`config.mk`:
```
export PLATFORM = sky130hd
export DESIGN_NAME = tflu_unit
export DESIGN_NICKNAME = d
export VERILOG_FILES = /design/src/common/tflu_pkg.sv /design/src/rtl/tflu_unit.sv
export VERILOG_INCLUDE_DIRS = /design/src /design/src/common
export SDC_FILE = /design/constraint.sdc
export NUM_CORES = 1
export LEC_CHECK = 0
export BUFFER_PORTS_ARGS = -buffer_cell sky130_fd_sc_hd__buf_2
export CORE_MARGIN = 3
export CORE_UTILIZATION = 45
export DETAILED_ROUTE_END_ITERATION = 10
export GPL_TIMING_DRIVEN = 0
export PLACE_DENSITY = 0.83
export SLEW_MARGIN = 20
export SYNTH_ARGS = -nofsm -noshare
export SYNTH_HDL_FRONTEND = slang
export SYNTH_SLANG_ARGS = --single-unit
```
`constraint.sdc`:
```
create_clock -name clk -period 5.35 [get_ports clk]
set_input_delay 0 -clock clk [delete_from_list [all_inputs] [get_ports clk]]
set_output_delay 0 -clock clk [all_outputs]
set_load 0.1 [all_outputs]
```
`src/common/tflu_consts.svh`:
```
`ifndef TFLU_CONSTS_SVH
`define TFLU_CONSTS_SVH

// instruction word layout (17 bits)
`define TFLU_IW_MSB        16
`define TFLU_CLS_HI        16
`define TFLU_CLS_LO        12
`define TFLU_CLS_MEMFLAG   5'h13
`define TFLU_CLS_COND      5'h12
`define TFLU_FLG_BIT       11
`define TFLU_NOT_BIT       10
`define TFLU_C8A_HI        9
`define TFLU_C8A_LO        7
`define TFLU_FADR_HI       6
`define TFLU_FADR_LO       0
`define TFLU_CC_HI         9
`define TFLU_CC_LO         5
`define TFLU_C8B_HI        1
`define TFLU_C8B_LO        0
// special memory-flag encodings: flg/not/c8a
`define TFLU_CLR_KEY       5'h03
`define TFLU_SET_KEY       5'h15
// memory word: 16 data bits plus flag bit
`define TFLU_MEM_FLAG_BIT  16
`define TFLU_NUM_COND      32
`define TFLU_CC_TF1        5'h10
`define TFLU_CC_TF2        5'h11
`define TFLU_TF_RESET      1'b0

`endif

```
`src/common/tflu_pkg.sv`:
```
package tflu_pkg;

    typedef enum logic [2:0] {
        TFLU_M_LOAD  = 3'h0,
        TFLU_M_OR    = 3'h2,
        TFLU_M_AND   = 3'h4,
        TFLU_M_XOR   = 3'h6,
        TFLU_M_STORE = 3'h1
    } tflu_mop_t;

    typedef enum logic [1:0] {
        TFLU_C_LOAD = 2'h0,
        TFLU_C_OR   = 2'h1,
        TFLU_C_AND  = 2'h2,
        TFLU_C_XOR  = 2'h3
    } tflu_cop_t;

    // memory-flag write request toward data memory
    typedef struct packed {
        logic       wr;
        logic [6:0] flag_addr;
        logic       value;
    } tflu_mwr_t;

    // test flags presented to the branch unit
    typedef struct packed {
        logic test_flag_two;
        logic test_flag_one;
    } tflu_tf_t;

endpackage

```
`src/rtl/tflu_unit.sv`:
```
// Overview of operation
// - memory-flag ops combine test flag with flag
// - load copies memory flag, inverted if set
// - or with memory flag, optionally inverted
// - and with memory flag, optionally inverted
// - xor uses reversed invert polarity
// - store writes test flag to memory flag
// - clear/set force memory flag, flags unchanged
// - condition load writes condition truth value
// - condition or updates test flag
// - condition and updates test flag
// - condition xor or xnor by invert bit
// - test flags drive branch conditions
// - flags hold until affecting instruction
// - condition field picks one of 32 conditions
`timescale 1ns/1ps
`include "tflu_consts.svh"

module tflu_unit (
    input  wire logic                 clk,
    input  wire logic                 rst_b,
    input  wire logic                 instr_valid,
    input  wire logic [16:0]          instr_word,
    input  wire logic                 mem_flag_bit,
    input  wire logic [31:0]          cond_status,
    output tflu_pkg::tflu_tf_t        test_flags,
    output tflu_pkg::tflu_mwr_t       mem_write,
    output logic                      cond_true
);

    // ----------------------------------------------------------------
    // decode
    // ----------------------------------------------------------------
    logic [4:0] cls;
    logic       flg;
    logic       inv;
    logic [2:0] mop;
    logic [1:0] cop;
    logic [4:0] condition_code;
    logic [4:0] key;
    logic       is_mem;
    logic       is_cond;
    logic       is_clr;
    logic       is_set;

    always_comb begin
        cls            = instr_word[`TFLU_CLS_HI:`TFLU_CLS_LO];
        flg            = instr_word[`TFLU_FLG_BIT];
        inv            = instr_word[`TFLU_NOT_BIT];
        mop            = instr_word[`TFLU_C8A_HI:`TFLU_C8A_LO];
        cop            = instr_word[`TFLU_C8B_HI:`TFLU_C8B_LO];
        condition_code = instr_word[`TFLU_CC_HI:`TFLU_CC_LO];
        key            = {flg, inv, mop};
        is_mem         = instr_valid && (cls == `TFLU_CLS_MEMFLAG);
        is_cond        = instr_valid && (cls == `TFLU_CLS_COND);
        // clear and set reuse op codes 3 and 5 with fixed flag and invert bits
        is_clr         = is_mem && (key == `TFLU_CLR_KEY);
        is_set         = is_mem && (key == `TFLU_SET_KEY);
    end

    // ----------------------------------------------------------------
    // flag state
    // ----------------------------------------------------------------
    logic      tf1_reg;
    logic      tf2_reg;
    logic      tf1_next;
    logic      tf2_next;
    tflu_pkg::tflu_mwr_t mwr_reg;
    tflu_pkg::tflu_mwr_t mwr_next;
    logic      ct_reg;
    logic      ct_next;
    logic      old_tf;
    logic      res;
    logic      upd;
    logic      cond_val;
    logic      mflag;

    always_comb begin
        old_tf   = flg ? tf2_reg : tf1_reg;
        // other codes read their cond_status bit; test flags feed back directly
        cond_val = cond_status[condition_code];
        if (condition_code == `TFLU_CC_TF1) cond_val = tf1_reg;
        if (condition_code == `TFLU_CC_TF2) cond_val = tf2_reg;
        mflag    = mem_flag_bit;
        res      = old_tf;
        upd      = 1'b0;
        mwr_next = '0;
        mwr_next.flag_addr = instr_word[`TFLU_FADR_HI:`TFLU_FADR_LO];
        tf1_next = tf1_reg;
        tf2_next = tf2_reg;
        ct_next  = cond_val ^ inv;
        if (is_clr || is_set) begin
            mwr_next.wr    = 1'b1;
            mwr_next.value = is_set;
        end else if (is_mem) begin
            upd = 1'b1;
            unique case (mop)
                tflu_pkg::TFLU_M_LOAD:  res = mflag ^ inv;
                tflu_pkg::TFLU_M_OR:    res = old_tf | (mflag ^ inv);
                tflu_pkg::TFLU_M_AND:   res = old_tf & (mflag ^ inv);
                tflu_pkg::TFLU_M_XOR:   res = old_tf ^ mflag ^ ~inv;
                tflu_pkg::TFLU_M_STORE: begin
                    upd            = 1'b0;
                    mwr_next.wr    = 1'b1;
                    mwr_next.value = old_tf;
                end
                // other codes outside the clear/set keys are reserved: a stray
                // word then changes nothing rather than corrupting a flag
                default: upd = 1'b0;
            endcase
        end else if (is_cond) begin
            upd = 1'b1;
            unique case (cop)
                tflu_pkg::TFLU_C_LOAD: res = cond_val ^ inv;
                tflu_pkg::TFLU_C_OR:   res = old_tf | (cond_val ^ inv);
                tflu_pkg::TFLU_C_AND:  res = old_tf & (cond_val ^ inv);
                tflu_pkg::TFLU_C_XOR:  res = old_tf ^ cond_val ^ ~inv;
            endcase
        end
        if (upd && !flg) tf1_next = res;
        if (upd && flg)  tf2_next = res;
    end

    // everything the core sees is registered, so no output has logic after a flop
    always_ff @(posedge clk or negedge rst_b) begin
        if (!rst_b) begin
            tf1_reg <= `TFLU_TF_RESET;
            tf2_reg <= `TFLU_TF_RESET;
            mwr_reg <= '0;
            ct_reg  <= 1'b0;
        end else begin
            tf1_reg <= tf1_next;
            tf2_reg <= tf2_next;
            mwr_reg <= mwr_next;
            ct_reg  <= ct_next;
        end
    end

    // ----------------------------------------------------------------
    // outputs
    // ----------------------------------------------------------------
    assign test_flags.test_flag_one = tf1_reg;
    assign test_flags.test_flag_two = tf2_reg;
    assign mem_write                = mwr_reg;
    assign cond_true                = ct_reg;
endmodule

```
==> impl_metrics.env, run 1 <==
export IMPL_status="finished, final reports clean"
export IMPL_cp_slowest_cell="mux4_1"
export IMPL_yosysWarnings=0
export IMPL_tns_ns=0
export IMPL_wire_per_inst_um=13.2
export IMPL_dp_cells=186
export IMPL_synth_seq_area_share=0.304
export IMPL_syn_to_final_growth_pct=45.2
export IMPL_ys_seq_elements=12
export IMPL_powerDensity_nw_per_um2=201
export IMPL_finalHoldViolCount=0
export IMPL_clock_latency_ns=0.25
export IMPL_rsz0062_at_grt="false"
export IMPL_core_um2=2020
export IMPL_min_path_type="in2reg"
export IMPL_layoutNonFillerInstCount=197
export IMPL_initialDrtViolationCount=16
export IMPL_grt_max_degree=13
export IMPL_grt_pass1_wl_um=3800
export IMPL_synth_edf_count=0
export IMPL_grtUsageTotal=0.186
export IMPL_finalClockSkew_ns=0.000245
export IMPL_drc=0
export IMPL_whs_ns=0.0761
export IMPL_grt_pass1_vias=923
export IMPL_fin_crit_ns=2.46
export IMPL_nets=225
export IMPL_clkTransAtPathRegs_ns=0.06
export IMPL_ys_top_cells_by_area="dfrtp_1, mux4_1, mux2i_1, mux4_2, nand2_1"
export IMPL_synth_most_common_cell="dfrtp_1"
export IMPL_cp_top_family="multiplexers"
export IMPL_die_h_um=52.8
export IMPL_synthCells=97
export IMPL_postSynthAreaPerCell_um2=10.2
export IMPL_dr_total_vias=1051
export IMPL_p_leak_uw=0.000716
export IMPL_grt_overflow_total=0
export IMPL_synth_common_cells="dfrtp_1, mux2i_1, nand2_1, nor2_1, clkbuf_1"
export IMPL_drive_gt1_frac=0.441
export IMPL_initial_utilization=0.488
export IMPL_relSlewSlack=0.691
export IMPL_yosysUniqueCellTypes=38
export IMPL_antenna_found_initial=0
export IMPL_wl_um=2590
export IMPL_clock_fmax_mhz=406
export IMPL_drtPass1Iterations=4
export IMPL_ir_worst_vdd_mv=0.176
export IMPL_dp_slack_ns=3.17
export IMPL_clk_path_buf_depth=2
export IMPL_startpoint_type="input pin"
export IMPL_clock_sinks=12
export IMPL_arrival_ns=2.59
export IMPL_synth_net_count=150
export IMPL_rows=16
export IMPL_cts_repair_resized=0
export IMPL_numCtsBuffers=3
export IMPL_yosys_area_top_type="dfrtp_1"
export IMPL_tightestPinTransition_ns=0.450
export IMPL_largest_register_ffs=9
export IMPL_ys_flop_type="dfrtp_1"
export IMPL_postRouteAntennaNets=0
export IMPL_async_flop_share=1.00
export IMPL_ios=65
export IMPL_htreeDepth=1
export IMPL_endpoint_kind="flip-flop"
export IMPL_synthesis_area_um2=987
export IMPL_path_max_fanout=10
export IMPL_finalSetupViolCount=0
export IMPL_dieArea_um2=2790
export IMPL_port_buffers=62
export IMPL_dp_hpwl_um=2180
export IMPL_globalplace_congestion=0.789
export IMPL_slowest_delay_ns=0.58
export IMPL_post_route_period_util=0.460
export IMPL_die_w_um=52.8
export IMPL_nFillCells=167
export IMPL_crit_type="in2reg"
export IMPL_crit_required_ns=5.48
export IMPL_design_power_total_uw=288
export IMPL_fin_ws_ns=2.89
export IMPL_cts_root_buf="clkbuf_4"
export IMPL_final_max_slew_viol_count=0
export IMPL_cts_tree="done"
export IMPL_cp_num_buf_inv=3
export IMPL_viasPerCell=5.34
export IMPL_post_cts_setup_buffer_count=0
export IMPL_antenna_cells=0
export IMPL_path_cells="dlygate4sd3_1 > buf_2 > buf_2 > mux4_1 > mux2i_1 > nand2_1 > a31oi_1 > mux2i_1 > a311oi_2 > o2bb2ai_1"
export IMPL_synth_top_area_share=0.304
export IMPL_max_cap_violations=0
[power by group]
| part | switching (uW) | leakage, uW | internal [uW] |
|---|---|---|---|
| Combinational | 86.1 | 0.000554 | 51.4 |
| Clock | 23.2 | 0.0000138 | 25.9 |
| Sequential | 4.14 | 0.000148 | 97.0 |
[through the flow]
| stage | cell area (um2) | utilization |
|---|---|---|
| final | 1430 | 0.709 |
| after global routing | 1430 | 0.709 |
| after CTS | 1430 | 0.709 |
| after detailed placement | 1330 | 0.658 |
| after global placement | 1330 | 0.658 |
| after floorplan | 987 | - |
[kinds of logic after synthesis]
logic type                count (synthesis)  synth area share
xor gates and xnor gates                  2            0.0177
muxes                                    17             0.286
DFF                                      12             0.304
buffers and inverters                    13            0.0659
and+or+nand+nor                          36             0.202
AOI/OAI and AO/OA                        17             0.124
[layer usage]
metal	up-vias	GRT usage	wire [um]
met4	0	0.0766	10
li1	516	-	-
met1	478	0.207	971
met3	2	0.0256	223
met2	55	0.345	1390
met5	-	0	0
[cell usage in the layout, fill, tap and decap left out, drive strengths merged]
cell and count:
a2111oi 1, a21oi 1, a22oi 1, a2bb2oi 1, a311oi 1, a31oi 2, and2 2, and3 1
and4 1, buf 66, clkbuf 9, dfrtp 12, dlygate4sd3 8, inv 3, mux2 2, mux2i 8
mux4 7, nand2 8, nand2b 2, nand3 3, nand3b 3, nand4 1, nor2 7, nor2b 2
nor3 3, nor3b 1, nor4b 1, o2111ai 1, o21ai 6, o221ai 2, o2bb2ai 1, or4b 1
xnor2 1, xor2 1
[final timing paths]
check / from / endpoint / slack [ns] / depth (start not counted)
worst max-delay path: instr_word[5] / tf1_reg / 2.89 / 10
worst min-delay path: instr_word[12] / tf2_reg / 0.08 / 4
worst max register to register: tf2_reg / tf1_reg / 3.34 / 6
worst min register to register: tf1_reg / tf1_reg / 0.59 / 1
max in group asynchronous: rst_b / mem_write[1] / 5.03 / 2
min in group asynchronous: rst_b / tf2_reg / 0.13 / 2
[tightest hold or removal path: cells and delay by family]
kind	cells	cell delay, ns
AO/OA/AOI/OAI	1	0.05
buffers and inverters	1	0.10
AND/OR/NAND/NOR	2	0.14
[what timing repair did]
action,4_1_cts,5_1_grt
hold buffers,8,0
endpoints found under the setup margin,0,0
hold endpoints to repair,19,0
[cell type report]
cell class	instances	area, um2	share of cell area
Multi-Input combinational cell	72	622	0.434
Timing Repair Buffer	70	390	0.272
Sequential cell	12	300	0.209
Buffer	10	53.8	0.0375
Tap cell	27	33.8	0.0236
Clock buffer	3	22.5	0.0157
Inverter	3	11.3	0.00785
No activity file was read; power rests on OpenSTA's default activity.
==> inputs of run 2 (changes only) <==
--- a/config.mk
+++ b/config.mk
@@ -8,10 +8,10 @@
 export LEC_CHECK = 0
 export BUFFER_PORTS_ARGS = -buffer_cell sky130_fd_sc_hd__buf_2
 export CORE_MARGIN = 3
-export CORE_UTILIZATION = 45
+export CORE_UTILIZATION = 37
 export DETAILED_ROUTE_END_ITERATION = 10
 export GPL_TIMING_DRIVEN = 0
-export PLACE_DENSITY = 0.83
+export PLACE_DENSITY = 0.73
 export SLEW_MARGIN = 20
 export SYNTH_ARGS = -nofsm -noshare
 export SYNTH_HDL_FRONTEND = slang
==> constraint.sdc (replaced) <==
create_clock -name clk -period 2.2 [get_ports clk]
set_input_delay 0 -clock clk [delete_from_list [all_inputs] [get_ports clk]]
set_output_delay 0 -clock clk [all_outputs]
set_load 0.1 [all_outputs]
==> impl_metrics.env, run 2 (synthesized netlist as in run 1, its figures left out) <==
export IMPL_clock_fmax_mhz=512
export IMPL_cts_root_buf="clkbuf_4"
export IMPL_nets=225
export IMPL_grt_overflow_total=0
export IMPL_grt_max_degree=13
export IMPL_initial_utilization=0.395
export IMPL_viasPerCell=5.05
export IMPL_final_cell_area_um2=1440
export IMPL_post_cts_setup_buffer_count=0
export IMPL_min_path_type="in2reg"
export IMPL_placed_cell_area_um2=1340
export IMPL_die_w_um=57.7
export IMPL_htreeDepth=1
export IMPL_powerDensity_nw_per_um2=484
export IMPL_max_cap_violations=0
export IMPL_globalplace_congestion=0.789
export IMPL_rsz0062_at_grt="false"
export IMPL_rows=18
export IMPL_grtUsageTotal=0.143
export IMPL_antenna_found_initial=0
export IMPL_p_clk_frac=0.173
export IMPL_slowest_delay_ns=0.45
export IMPL_finalHoldViolCount=0
export IMPL_ir_worst_vdd_mv=0.327
export IMPL_die_h_um=57.7
export IMPL_cts_tree="done"
export IMPL_clkTransAtPathRegs_ns=0.06
export IMPL_core_um2=2500
export IMPL_power_share_combinational=0.474
export IMPL_port_buffers=62
export IMPL_crit_required_ns=2.33
export IMPL_dr_total_vias=1010
export IMPL_endpoint_kind="flip-flop"
export IMPL_finalSetupViolCount=0
export IMPL_seq_power_share=0.353
export IMPL_numCtsBuffers=3
export IMPL_cp_slowest_cell="dfrtp_1"
export IMPL_final_max_slew_viol_count=0
export IMPL_grt_pass1_wl_um=3840
export IMPL_wire_per_inst_um=11.7
export IMPL_wl_um=2340
export IMPL_p_leak_uw=0.000716
export IMPL_tns_ns=0
export IMPL_postRouteAntennaNets=0
export IMPL_design_power_total_uw=696
export IMPL_intPower_uw=424
export IMPL_tightestPinTransition_ns=0.449
export IMPL_grt_pass1_vias=988
export IMPL_cp_num_buf_inv=0
export IMPL_drc=0
export IMPL_largest_register_ffs=9
export IMPL_syn_to_final_growth_pct=45.6
export IMPL_clock_sinks=12
export IMPL_startpoint_type="flip-flop"
export IMPL_fin_crit_ns=1.95
export IMPL_post_route_period_util=0.887
export IMPL_dieArea_um2=3320
export IMPL_drive_gt1_frac=0.441
export IMPL_drtPass1Iterations=4
export IMPL_path_max_fanout=6
export IMPL_mostFrequentLayoutCell="buf_2"
export IMPL_clock_latency_ns=0.26
export IMPL_dp_hpwl_um=2010
export IMPL_most_common_layout_cells="buf_2, dfrtp_1, mux2i_1, nand2_1, dlygate4sd3_1"
export IMPL_arrival_ns=2.08
export IMPL_clk_path_buf_depth=2
export IMPL_relSlewSlack=0.693
export IMPL_initialDrtViolationCount=12
export IMPL_finalClockSkew_ns=0.00311
export IMPL_path_cells="mux2i_1 > and2_1 > nor3_1 > mux2_4 > a311oi_2 > o2bb2ai_1"
export IMPL_cp_top_family="multiplexers"
export IMPL_antenna_cells=0
export IMPL_crit_type="reg2reg"
export IMPL_status="finished, final reports clean"
export IMPL_ios=65
export IMPL_p_switching_uw=272
export IMPL_switching_share=0.391
-- run 2: cell counts in the layout (fill, tap and decap cells not counted) --
Identical to the previous run, type by type.
-- run 2: final cells by class --
cell class	instances	area (um2)
fill	229	1060
multi-input combinational	72	622
timing repair buffer	70	390
sequential	12	300
buffer	10	53.8
tap	30	37.5
clock buffer	3	22.5
inverter	3	11.3
-- run 2: per-stage QoR --
step / util / hold slack [ns] / std cells / setup WS (ns)
after floorplan: - / -0.296 / 97 / 0.393
after global placement: 0.534 / -0.120 / 189 / 0.0859
after detailed placement: 0.534 / -0.115 / 189 / 0.0348
after CTS: 0.575 / 0.0644 / 200 / 0.233
after global routing: 0.575 / 0.121 / 200 / 0.103
final: 0.575 / 0.0759 / 200 / 0.249
-- run 2: path summary, 6_finish.rpt --
kind / from / slack (ns) / to / cells after the start
max: tf2_reg / 0.25 / tf1_reg / 6
min: instr_word[12] / 0.08 / tf2_reg / 4
max reg2reg: tf2_reg / 0.25 / tf1_reg / 6
min reg2reg: tf1_reg / 0.59 / tf1_reg / 1
max in group asynchronous: rst_b / 1.86 / mem_write[1] / 2
min in group asynchronous: rst_b / 0.14 / cond_true / 2
-- run 2: worst reg2reg max path: stages (launching register included) --
cell,delay (ns)
dfrtp_1,0.45
mux2i_1,0.37
and2_1,0.25
nor3_1,0.06
mux2_4,0.29
a311oi_2,0.29
o2bb2ai_1,0.12
-- run 2: metal layers --
layer / vias to the layer above / wire length, um / GRT usage
li1: 515 / - / -
met1: 445 / 969 / 0.170
met2: 48 / 1110 / 0.250
met3: 2 / 224 / 0.0178
met4: 0 / 27 / 0.0762
met5: - / 0 / 0
-- run 2: power by group through the flow --
stage	sequential (uW)	clock, uW	combinational (uW)
2_1_floorplan	326	0	160
3_3_place_gp	250	0	315
3_5_place_dp	251	0	321
4_1_cts	246	129	332
5_1_grt	248	135	353
6_report	246	120	330
-- run 2: what timing repair did --
| item | CTS | global route |
|---|---|---|
| endpoints found under the hold margin | 19 | 0 |
| hold buffers | 8 | 0 |
| gates resized for setup | 0 | 0 |
==> inputs of run 3 (changes only) <==
--- a/config.mk
+++ b/config.mk
@@ -10,7 +10,6 @@
 export CORE_MARGIN = 3
 export CORE_UTILIZATION = 37
 export DETAILED_ROUTE_END_ITERATION = 10
-export GPL_TIMING_DRIVEN = 0
 export PLACE_DENSITY = 0.73
 export SLEW_MARGIN = 20
 export SYNTH_ARGS = -nofsm -noshare
==> impl_metrics.env, run 3 (synthesized netlist as in run 1, its figures left out) <==
export IMPL_status="finished, final reports clean"
export IMPL_powerDensity_nw_per_um2=496
export IMPL_post_route_period_util=0.878
export IMPL_intPower_uw=414
export IMPL_drc=0
export IMPL_ff2ff_setup_slack_ns=0.27
export IMPL_grtUsageTotal=0.150
export IMPL_use_met3=0.0156
export IMPL_whs_ns=0.0215
export IMPL_clock_sinks=12
export IMPL_wl_um=2470
export IMPL_postRouteAntennaNets=0
export IMPL_path_max_fanout=6
export IMPL_seq_power_share=0.360
export IMPL_cp_slowest_cell="dfrtp_1"
export IMPL_htreeDepth=1
export IMPL_slowest_delay_ns=0.45
export IMPL_clock_latency_ns=0.25
export IMPL_initial_utilization=0.395
export IMPL_p_clk_frac=0.175
export IMPL_max_cap_violations=0
export IMPL_crit_type="reg2reg"
export IMPL_power_share_combinational=0.465
export IMPL_tightestPinTransition_ns=0.463
export IMPL_grt_overflow_total=0
export IMPL_cp_top_family="compound AO/OA/AOI/OAI gates"
export IMPL_whs_path_depth=1
export IMPL_die_w_um=57.7
export IMPL_fin_crit_ns=1.93
export IMPL_clkTransAtPathRegs_ns=0.06
export IMPL_grt_pass1_wl_um=3950
export IMPL_die_h_um=57.7
export IMPL_path_cells="mux2_2 > a2bb2oi_1 > o221ai_1 > a22oi_1 > o221ai_1 > a311oi_2 > o21ai_1"
export IMPL_rows=18
export IMPL_endpoint_kind="flip-flop"
export IMPL_ios=65
export IMPL_arrival_ns=2.07
export IMPL_post_cts_setup_buffer_count=0
export IMPL_clk_path_buf_depth=2
export IMPL_final_max_slew_viol_count=0
export IMPL_antenna_found_initial=0
export IMPL_p_switching_uw=273
export IMPL_wire_per_inst_um=12.9
export IMPL_numCtsBuffers=3
export IMPL_cts_root_buf="clkbuf_4"
export IMPL_p_leak_uw=0.000692
export IMPL_hold_buffers=7
export IMPL_dp_hpwl_um=2060
export IMPL_finalHoldViolCount=0
export IMPL_met1_usage=0.169
export IMPL_r2r_start="tf2_reg"
export IMPL_antenna_cells=0
export IMPL_syn_to_final_growth_pct=40.2
export IMPL_crit_required_ns=2.34
export IMPL_core_um2=2500
export IMPL_min_to="mem_write[7]"
export IMPL_nets=216
export IMPL_globalplace_congestion=0.778
export IMPL_mostFrequentLayoutCell="buf_2"
export IMPL_grt_pass1_vias=974
export IMPL_finalClockSkew_ns=0.000119
export IMPL_reg2reg_to="tf2_reg"
export IMPL_cp_num_buf_inv=0
export IMPL_drive_gt1_frac=0.453
export IMPL_tns_ns=0
export IMPL_hp_start="instr_word[6]"
export IMPL_port_buffers=64
export IMPL_most_common_layout_cells="buf_2, dfrtp_1, mux2i_1, nand2_1"
export IMPL_dieArea_um2=3320
export IMPL_ir_worst_vdd_mv=0.389
export IMPL_busiest_layer="met2"
export IMPL_worstRegToRegCells=7
export IMPL_relSlewSlack=0.683
export IMPL_grt_max_degree=14
export IMPL_finalSetupViolCount=0
export IMPL_crit_top_cell="o221ai_1"
export IMPL_startpoint_type="flip-flop"
export IMPL_switching_share=0.398
export IMPL_drtPass1Iterations=4
export IMPL_largest_register_ffs=9
export IMPL_dr_total_vias=1020
export IMPL_clock_fmax_mhz=518
export IMPL_min_path_type="in2reg"
export IMPL_use_met2=0.274
export IMPL_viasPerCell=5.34
export IMPL_rsz0062_at_grt="false"
export IMPL_initialDrtViolationCount=21
export IMPL_cts_repair_resized=0
export IMPL_cts_tree="done"
[run 3: changes by cell type in the layout (fill, tap and decap cells not counted)]
| cell | previous run | this run |
|---|---|---|
| clkbuf_1 | 6 | 0 |
| buf_4 | 2 | 0 |
| buf_2 | 63 | 64 |
| buf_6 | 1 | 0 |
| dlygate4sd3_1 | 8 | 7 |
[run 3: power by group through the flow]
stage	registers, uW	logic (uW)	clock network [uW]
final	247	319	120
after global routing	249	341	136
after CTS	248	322	128
after detailed placement	252	312	0
after global placement	251	304	0
after floorplan	326	160	0
[run 3: area by class of cell]
type	instances	area, um2
Clock buffer	3	22.5
Inverter	3	11.3
Sequential cell	12	300
Fill cell	228	1120
Multi-Input combinational cell	72	622
Tap cell	30	37.5
Timing Repair Buffer	71	390
[run 3: layer usage]
metal  up-vias  share of wire
met2        48           0.50
met3         2          0.089
li1        496              -
met4         0          0.011
met5         -              0
met1       474           0.40
[run 3: worst max path at each step]
stage | startpoint | to | slack (ns) | cells past startpoint
final | tf2_reg | tf2_reg | 0.27 | 7
after global routing | tf2_reg | tf2_reg | 0.11 | 7
after global placement | instr_word[6] | tf2_reg | 0.12 | 8
after CTS | tf2_reg | tf2_reg | 0.26 | 7
after floorplan | instr_word[5] | tf1_reg | 0.39 | 8
after detailed placement | instr_word[6] | tf2_reg | 0.02 | 8
[run 3: per-stage QoR]
step | instances | total power (uW) | area (um2) | utilization | worst slack (ns)
floorplan | 97 | 486 | 987 | - | 0.393
global placement | 181 | 555 | 1290 | 0.517 | 0.121
detailed placement | 181 | 564 | 1290 | 0.517 | 0.0177
CTS | 191 | 697 | 1380 | 0.554 | 0.258
global route | 191 | 725 | 1380 | 0.554 | 0.110
finish | 191 | 687 | 1380 | 0.554 | 0.268
